`src/verilog/cisp_defines.svh`:
```
// Constants for the core interrupt setup and paging block.
// Assumes inclusion by bare name from the design files.
// Notes on behaviour
// Setup register loads from working register on setup-load with pointer bits 5,6 zero.
// Setup register is write-only and has no data address.
// Channel 3 flag follows edge/polarity bits 3 and 7: low, high, fall, rise.
// Channel 3 input is the peripheral controller line merging eight sources.
// Channel 2 flag follows bits 2 and 6 with the same encoding.
// Channel 2 input is the SMBus line merging seven event sources.
// Channel 1 senses the external pin per bits 1 and 5 when enabled.
// Software keeps the channel 1 sense enable bit at one.
// Setup bit 0 gates all peripheral addressing.
// Reset sets peripheral access enable to one.
// Program memory is four 512x12 blocks; block one is writable RAM.
// Two low page bits pick the block for jumps and calls.
// Program counter advances by one each instruction cycle.
// Jumps supply nine address bits plus the page bits.
// Calls supply eight bits, landing in the lower page half.
// Page bits affect flow only on a jump or call.
// Increment past page end carries on without touching page bits.
// Indirect slot accesses the register the pointer names.
// Pointer is eight bits; low five bits address 0x00 to 0x1F.
// Pointer bits 5 to 7 select one of eight data blocks.
// Page bits live in the status register with flags and interrupt off.
// Level modes set every cycle; edge modes once per transition.
// Flags stay set until cleared; a same-cycle event wins.
`ifndef CISP_DEFINES_SVH
`define CISP_DEFINES_SVH
`define CISP_SETUP_RESET 8'hff
`define CISP_SETUP_PADDR 0
`define CISP_SETUP_EN1 4
`define CISP_EDGE_LSB 1
`define CISP_POL_LSB 5
`define CISP_PTR_GATE_A 5
`define CISP_PTR_GATE_B 6
`define CISP_PTR_ADDR_MSB 4
`define CISP_PTR_BLK_LSB 5
`define CISP_ST_PAGE_LSB 5
`define CISP_ST_PAGE_W 3
`define CISP_PAGE_W 2
`define CISP_RAM_BASE 11'h200
`define CISP_RAM_LAST 11'h3ff
`define CISP_ST_RESET 8'h08
`define CISP_ADDR_INDIRECT 5'h00
`define CISP_ADDR_STATUS 5'h03
`define CISP_ADDR_POINTER 5'h04
`define CISP_ADDR_FLAGS 5'h05
`define CISP_PC_RESET 11'h7ff
`define CISP_PC_ONE 11'h001
`define CISP_RAM_BLOCK 2'h1
`define CISP_FLAG_LSB 1
`endif

```
`src/verilog/cisp_pkg.sv`:
```
// Types for the core interrupt setup and paging block.
// Assumes nothing of its surroundings.
package cisp_pkg;
  typedef enum logic [1:0] {
    CISP_FLOW_SEQ = 2'b00,
    CISP_FLOW_JUMP = 2'b01,
    CISP_FLOW_CALL = 2'b11,
    CISP_FLOW_LOAD = 2'b10
  } cisp_flow_t;
endpackage

```
`src/verilog/cisp_irq_channel.sv`:
```
// One interrupt trigger channel with a sticky flag.
// Assumes the input line is synchronous to the instruction clock.
`timescale 1ns/1ps
module cisp_irq_channel (
  input wire logic i_clk_sys,
  input wire logic i_srst,
  input wire logic i_ce,
  input wire logic i_line,
  input wire logic i_edge_mode,
  input wire logic i_polarity,
  input wire logic i_enable,
  input wire logic i_clear,
  output logic o_flag
);
  logic prev;
  logic flag;
  logic next_prev;
  logic next_flag;
  logic event_hit;

  always_comb begin
    // Pattern 00 low, 01 high, 10 falling, 11 rising.
    if (i_edge_mode) begin
      event_hit = i_polarity ? (i_line && !prev) : (!i_line && prev);
    end else begin
      event_hit = (i_line == i_polarity);
    end
    event_hit = event_hit && i_enable;
    next_prev = i_line;
    next_flag = event_hit ? 1'b1 : (i_clear ? 1'b0 : flag);
  end

  always_ff @(posedge i_clk_sys) begin
    if (i_srst) begin
      prev <= 1'b0;
      flag <= 1'b0;
    end else if (i_ce) begin
      prev <= next_prev;
      flag <= next_flag;
    end
  end

  assign o_flag = flag;
endmodule

```
`src/verilog/cisp_core.sv`:
```
// Interrupt setup register, program paging and indirect addressing.
// Assumes decoded instruction strobes synchronous to the instruction clock.
`timescale 1ns/1ps
`include "cisp_defines.svh"
module cisp_core #(
  parameter int PC_W = 11,
  parameter int DATA_W = 8,
  parameter int CH_N = 3
) (
  input wire logic i_clk_sys,
  input wire logic i_srst,
  input wire logic i_ce,
  input wire logic [DATA_W-1:0] i_work,
  input wire logic i_setup_load,
  input wire logic i_jump,
  input wire logic i_call,
  input wire logic [8:0] i_target,
  input wire logic i_load_pc,
  input wire logic [PC_W-1:0] i_load_value,
  input wire logic i_reg_write,
  input wire logic [4:0] i_reg_addr,
  input wire logic [DATA_W-1:0] i_reg_wdata,
  input wire logic i_peripheral_irq_line,
  input wire logic i_smbus_irq_line,
  input wire logic i_external_irq_pin,
  output logic [PC_W-1:0] o_pc,
  output logic o_pc_in_ram,
  output logic [DATA_W-1:0] o_pointer,
  output logic [DATA_W-1:0] o_status,
  output logic [4:0] o_eff_addr,
  output logic [2:0] o_data_block,
  output logic o_periph_enable,
  output logic [CH_N-1:0] o_flags
);
  logic [DATA_W-1:0] setup;
  logic [DATA_W-1:0] pointer;
  logic [DATA_W-1:0] status;
  logic [PC_W-1:0] pc;
  logic [DATA_W-1:0] next_setup;
  logic [DATA_W-1:0] next_pointer;
  logic [DATA_W-1:0] next_status;
  logic [PC_W-1:0] next_pc;
  logic [4:0] eff_addr;
  logic [CH_N-1:0] flags;
  logic [CH_N-1:0] ch_line;
  logic [CH_N-1:0] ch_en;
  logic [CH_N-1:0] ch_clear;
  logic setup_take;
  logic [1:0] page;
  cisp_pkg::cisp_flow_t flow;

  // Address decode that both the write path and the output share.
  function automatic logic [4:0] resolve(input logic [4:0] a,
                                         input logic [DATA_W-1:0] p);
    if (a == `CISP_ADDR_INDIRECT) begin
      resolve = p[`CISP_PTR_ADDR_MSB:0];
    end else begin
      resolve = a;
    end
  endfunction

  // Write strobe decode shared by the register updates and flag clears.
  function automatic logic reg_hit(input logic wr, input logic [4:0] ea,
                                   input logic [4:0] a);
    reg_hit = wr && ea == a;
  endfunction

  assign eff_addr = resolve(i_reg_addr, pointer);
  assign page = status[`CISP_ST_PAGE_LSB +: `CISP_PAGE_W];
  assign setup_take = i_setup_load && !pointer[`CISP_PTR_GATE_A]
    && !pointer[`CISP_PTR_GATE_B];

  always_comb begin
    if (i_load_pc) begin
      flow = cisp_pkg::CISP_FLOW_LOAD;
    end else if (i_jump) begin
      flow = cisp_pkg::CISP_FLOW_JUMP;
    end else if (i_call) begin
      flow = cisp_pkg::CISP_FLOW_CALL;
    end else begin
      flow = cisp_pkg::CISP_FLOW_SEQ;
    end
  end

  always_comb begin
    next_setup = setup;
    // Only the setup-load path writes this; no data address reaches it.
    if (setup_take) begin
      next_setup = i_work;
    end
    next_pointer = pointer;
    next_status = status;
    if (reg_hit(i_reg_write, eff_addr, `CISP_ADDR_POINTER)) begin
      next_pointer = i_reg_wdata;
    end
    if (reg_hit(i_reg_write, eff_addr, `CISP_ADDR_STATUS)) begin
      next_status = i_reg_wdata;
    end
    unique case (flow)
      cisp_pkg::CISP_FLOW_SEQ: begin
        // Carry crosses blocks; page bits untouched.
        next_pc = pc + `CISP_PC_ONE;
      end
      cisp_pkg::CISP_FLOW_JUMP: begin
        next_pc = {page, i_target};
      end
      cisp_pkg::CISP_FLOW_CALL: begin
        next_pc = {page, 1'b0, i_target[7:0]};
      end
      cisp_pkg::CISP_FLOW_LOAD: begin
        next_pc = i_load_value;
      end
    endcase
  end

  always_ff @(posedge i_clk_sys) begin
    if (i_srst) begin
      setup <= `CISP_SETUP_RESET;
      pointer <= '0;
      status <= `CISP_ST_RESET;
      pc <= `CISP_PC_RESET;
    end else if (i_ce) begin
      setup <= next_setup;
      pointer <= next_pointer;
      status <= next_status;
      pc <= next_pc;
    end
  end

  // Channel 1 external pin, 2 SMBus line, 3 peripheral controller line.
  assign ch_line = {i_peripheral_irq_line, i_smbus_irq_line,
                    i_external_irq_pin};
  assign ch_en = {2'b11, setup[`CISP_SETUP_EN1]};

  genvar g;
  generate
    for (g = 0; g < CH_N; g++) begin : g_ch
      assign ch_clear[g] = reg_hit(i_reg_write, eff_addr, `CISP_ADDR_FLAGS)
        && !i_reg_wdata[`CISP_FLAG_LSB + g];
      cisp_irq_channel u_ch (
        .i_clk_sys(i_clk_sys),
        .i_srst(i_srst),
        .i_ce(i_ce),
        .i_line(ch_line[g]),
        .i_edge_mode(setup[`CISP_EDGE_LSB + g]),
        .i_polarity(setup[`CISP_POL_LSB + g]),
        .i_enable(ch_en[g]),
        .i_clear(ch_clear[g]),
        .o_flag(flags[g])
      );
    end
  endgenerate

  assign o_pc = pc;
  // Block one of the four program blocks is the writable RAM.
  assign o_pc_in_ram = (pc[PC_W-1 -: 2] == `CISP_RAM_BLOCK);
  assign o_pointer = pointer;
  assign o_status = status;
  assign o_eff_addr = eff_addr;
  assign o_data_block = pointer[`CISP_PTR_BLK_LSB +: 3];
  assign o_periph_enable = setup[`CISP_SETUP_PADDR];
  assign o_flags = flags;

  generate
    for (g = 0; g < CH_N; g++) begin : g_chk
      localparam int EB = `CISP_EDGE_LSB + g;
      localparam int PB = `CISP_POL_LSB + g;

    end
  endgenerate
endmodule

```
`config.mk`:
```
export PLATFORM = sky130hd
export DESIGN_NAME = cisp_core
export DESIGN_NICKNAME = d
export VERILOG_FILES = /design/src/verilog/cisp_pkg.sv /design/src/verilog/cisp_irq_channel.sv /design/src/verilog/cisp_core.sv
export VERILOG_INCLUDE_DIRS = /design/src /design/src/verilog
export SDC_FILE = /design/constraint.sdc
export NUM_CORES = 1
export LEC_CHECK = 0
export ABC_AREA = 1
export BUFFER_PORTS_ARGS = -buffer_cell sky130_fd_sc_hd__buf_2
export CAP_MARGIN = 40
export CORE_AREA = 2 2 75 77
export DETAILED_ROUTE_END_ITERATION = 7
export DIE_AREA = 0 0 77 79
export PLACE_DENSITY_LB_ADDON = 0.08
export SKIP_LAST_GASP = 1
export SYNTH_ARGS = -nofsm -noshare
export SYNTH_HDL_FRONTEND = slang
export SYNTH_SLANG_ARGS = --single-unit
```
`constraint.sdc`:
```
create_clock -name i_clk_sys -period 1.4 [get_ports i_clk_sys]
set_input_delay 0.07 -clock i_clk_sys [delete_from_list [all_inputs] [get_ports i_clk_sys]]
set_output_delay 0.07 -clock i_clk_sys [all_outputs]
set_load 0.005 [all_outputs]
```
==> results.md <==
- Via Count: ~2400
- Rows: 27
- Share of cells above drive strength 1: 0.3068
- Status: finished with violations
- Commonest non-fill, non-tap cells in the layout: buf_2 (91), nand2_1 (79), nor2_1 (49), dfxtp_1 (36), inv_1 (32)
- Cell count of the worst reg-to-reg path: 12
- Area delta synth->final: 36.46%
- Pwr Density: between 800 and 900 nW/um2
- Fill cells: 574
- Largest net degree at the start of global routing: 20
- Initial Utilization: 0.4102
- Die width: a little under 80 um
- Total power: around 2.6 mW
- Slew Viols, Final: 0
- 1st-pass router iterations: 4
- Met2 Use GR: 0.3333
- CP startpoint kind: flop
- Worst path arrival time: about 1.6 ns
- Min Tclk post-route: about 1.4 ns
- Final Skew: slightly below 0.009 ns
- F_max: 706.1 MHz
- Clock Latency Late Sink: 0.29 ns
- Overflow after GRT: 0
- Max stage delay on crit path: ~0.38 ns
- Final period utilization: 1.012
- I/O Buffers: 91
- Launch point of the worst reg-to-reg path: o_pc[0]$_SDFFE_PP1P_
- Global-route wire length before repair: between 9000 and 10000 um
- Clock Sinks: between 40 and 50
- Crit path cell chain: ha_4 -> nand2_4 -> inv_2 -> nand4_1 -> nor2_2 -> nand3_1 -> nand2_1 -> nand2_1 -> nand2_1 -> nand2_1 -> nand2_1 -> nand2_1
- Slew @ Worst Pin: about 0.55 ns
- Hpwl dp: 4500 um
- Violated checks: negative setup slack
- Pleak: 1.507 nW
- RSZ-0062 raised after global routing: true
- Critical Path End Type: flop
- Ports: just over 90
- Gr busiest metal: met2
- Crit path top cell by count: nand2_1
- Synth Cell Area: approximately 2200 um2
- Routed Antenna Nets: 0
- Vias in the first global route: 2129
- Final WL: around 5900 um
- Synth Area per Inst: about 6.6 um2
- TritonCTS Buffers: 5
- Clk buf depth: 2
- Die height: slightly below 80 um
- Final non-filler cell total: slightly above 500
- Worst hold path startpoint: i_smbus_irq_line
- Endpoint, Worst Hold: g_ch[1].u_ch.prev$_SDFFE_PP0P_
- Vias per cell: approximately 4.8
- Antenna violations before repair: 0
- Hold Crit Class: in2reg
- Yosys reg bits: 41
- Final setup viols: 1
- Worst EP required: between 1.5 and 2 ns
- Avg WL per Cell: 11.50 um
- Placed Cells: 495
- CP max FO: 4
- Clock-pin slew on the worst setup and hold paths: 0.08 ns
- Met3 Track Usage GR: 0.04091
- Drt first-iter violations: roughly 100
- Die area: around 6100 um2
- Post-route worst setup slack: -0.01622 ns
- Slowest stage cell, crit path: dfxtp_4
- Most common cell after layout, fill and taps aside: buf_2
- Worst r2r dst: o_pc[10]$_SDFFE_PP1P_
- Hold Violations, Final: 0
- YS warnings: 0
- Antenna Cells: 0
- Cells after synthesis: approximately 330
- DP Worst Slack: -0.04191 ns
- Max_cap viols: 0
- Syn Nets: about 390
- GRT Total Usage: 0.1959
- Worst Setup Path Type: reg2reg
- Max H-tree Level: 2
- Max rail drop VDD: 572.2 uV
- Post-route DRC: 0
- Final #Nets: 492
- Floorplan Core Area: approximately 5300 um2
- Met1 Use GR: 0.2505
- Slew Limit Headroom: 0.6308
- Sequential-to-total area share from yosys stat: 0.3749
- CTS tree: done
- Post-synth cell types: 32
- Root Driver: clkbuf_8
- GP Congestion: 0.9366
- Reg2Reg Setup Slack: -0.02 ns
- Hold Path Stages: 3
==> state kept, by name, summed over array words and instances, names as in the netlist <==
name              count
g_ch.u_ch.prev        3
setup                 8
o_pointer             8
o_status              8
g_ch.u_ch.o_flag      3
o_pc                 11
==> worst max-delay path, delay by kind of cell (launching register included) <==
kind,cells,cell delay (ns)
adder cells (fa/ha/maj),1,0.15
buffers and inverters,1,0.06
flip-flops,1,0.38
AND/OR/NAND/NOR,10,0.72
==> layer usage <==
layer,share of wire,up-vias
li1,-,1293
met4,0.014,0
met3,0.052,9
met5,0,-
met1,0.47,1068
met2,0.46,62
==> worst max path at each step <==
stage	startpoint	endpoint	slack, ns	depth (start not counted)
after detailed placement	o_pc[1]$_SDFFE_PP1P_	o_pc[10]$_SDFFE_PP1P_	-0.04	12
after global placement	o_pc[1]$_SDFFE_PP1P_	o_pc[10]$_SDFFE_PP1P_	0.0006	12
final	o_pc[0]$_SDFFE_PP1P_	o_pc[10]$_SDFFE_PP1P_	-0.02	12
after floorplan	o_pc[0]$_SDFFE_PP1P_	o_pc[10]$_SDFFE_PP1P_	0.03	12
after global routing	o_pc[1]$_SDFFE_PP1P_	o_pc[10]$_SDFFE_PP1P_	-0.12	12
after CTS	o_pc[0]$_SDFFE_PP1P_	o_pc[10]$_SDFFE_PP1P_	-0.03	12
==> synthesized netlist by cell type <==
cell type,instances,share of area
nor2_1,52,0.089
nand2_2,1,0.0029
ha_1,1,0.0057
buf_1,1,0.0017
o21ai_0,21,0.048
dfxtp_1,41,0.37
nor3_4,1,0.0074
buf_4,6,0.021
clkbuf_1,9,0.015
o211ai_1,4,0.014
a31oi_1,5,0.014
o21a_1,1,0.0034
clkinv_1,1,0.0017
nor2_2,1,0.0029
o221ai_1,1,0.0040
buf_6,2,0.010
o21bai_4,1,0.0086
nor2_4,1,0.0051
o311ai_0,1,0.0040
inv_1,33,0.057
o31ai_1,3,0.010
o22ai_1,1,0.0029
or2_2,1,0.0029
buf_2,1,0.0023
a21oi_1,24,0.055
inv_2,1,0.0017
xor2_1,3,0.012
and3_1,1,0.0029
and2_1,1,0.0029
nand3_1,30,0.069
nand2_1,80,0.14
nand4_1,4,0.011
==> power breakdown <==
group / switching, mW / total, mW / internal (mW) / leakage, nW
sequential: 0.0513 / 1.27 / 1.22 / 0.337
combinational: 0.288 / 0.548 / 0.260 / 1.13
clock: 0.416 / 0.760 / 0.344 / 0.0439
total: 0.755 / 2.58 / 1.83 / 1.51
==> per-stage QoR <==
step,hold WS [ns],cell area (um2),setup TNS (ns),utilization
floorplan,0.1655,2207,0,-
global placement,0.2811,2783,0,0.5213
detailed placement,0.2829,2783,-0.08328,0.5213
CTS,0.01929,2954,-0.02525,0.5534
global route,0.05069,2988,-0.2049,0.5598
finish,0.02968,2988,-0.01622,0.5598
==> repair_timing <==
item                                   4_1_cts  5_1_grt
pin swaps                                    1        3
endpoints found under the hold margin        8        0
hold buffers                                 8        0
gates cloned                                 0        0
setup endpoints to repair                    4       11
resized for setup                            4       14
buffers inserted                             0        1
==> logic make-up (layout without fill, tap and decap cells) <==
kind of cell | Yosys count | after routing | synth area share
AND/OR/NAND/NOR | 173 | 173 | 0.3332
AO/OA/AOI/OAI | 62 | 62 | 0.1640
buffers and inverters | 54 | 160 | 0.1103
flip-flops | 41 | 41 | 0.3749
XOR/XNOR | 3 | 3 | 0.01200
adder cells (fa/ha/maj) | 1 | 1 | 0.005713
==> area by class of cell <==
cell class,instances,area (um2),share of cell area
clock inverter,3,17.52,0.005863
tap,72,90.09,0.03015
clock buffer,5,68.82,0.02303
sequential,41,834.6,0.2793
multi-input combinational,239,1160,0.3882
inverter,35,133.9,0.04481
timing repair buffer,117,683.2,0.2286
Note: power is estimated with default switching activity, not from simulation.
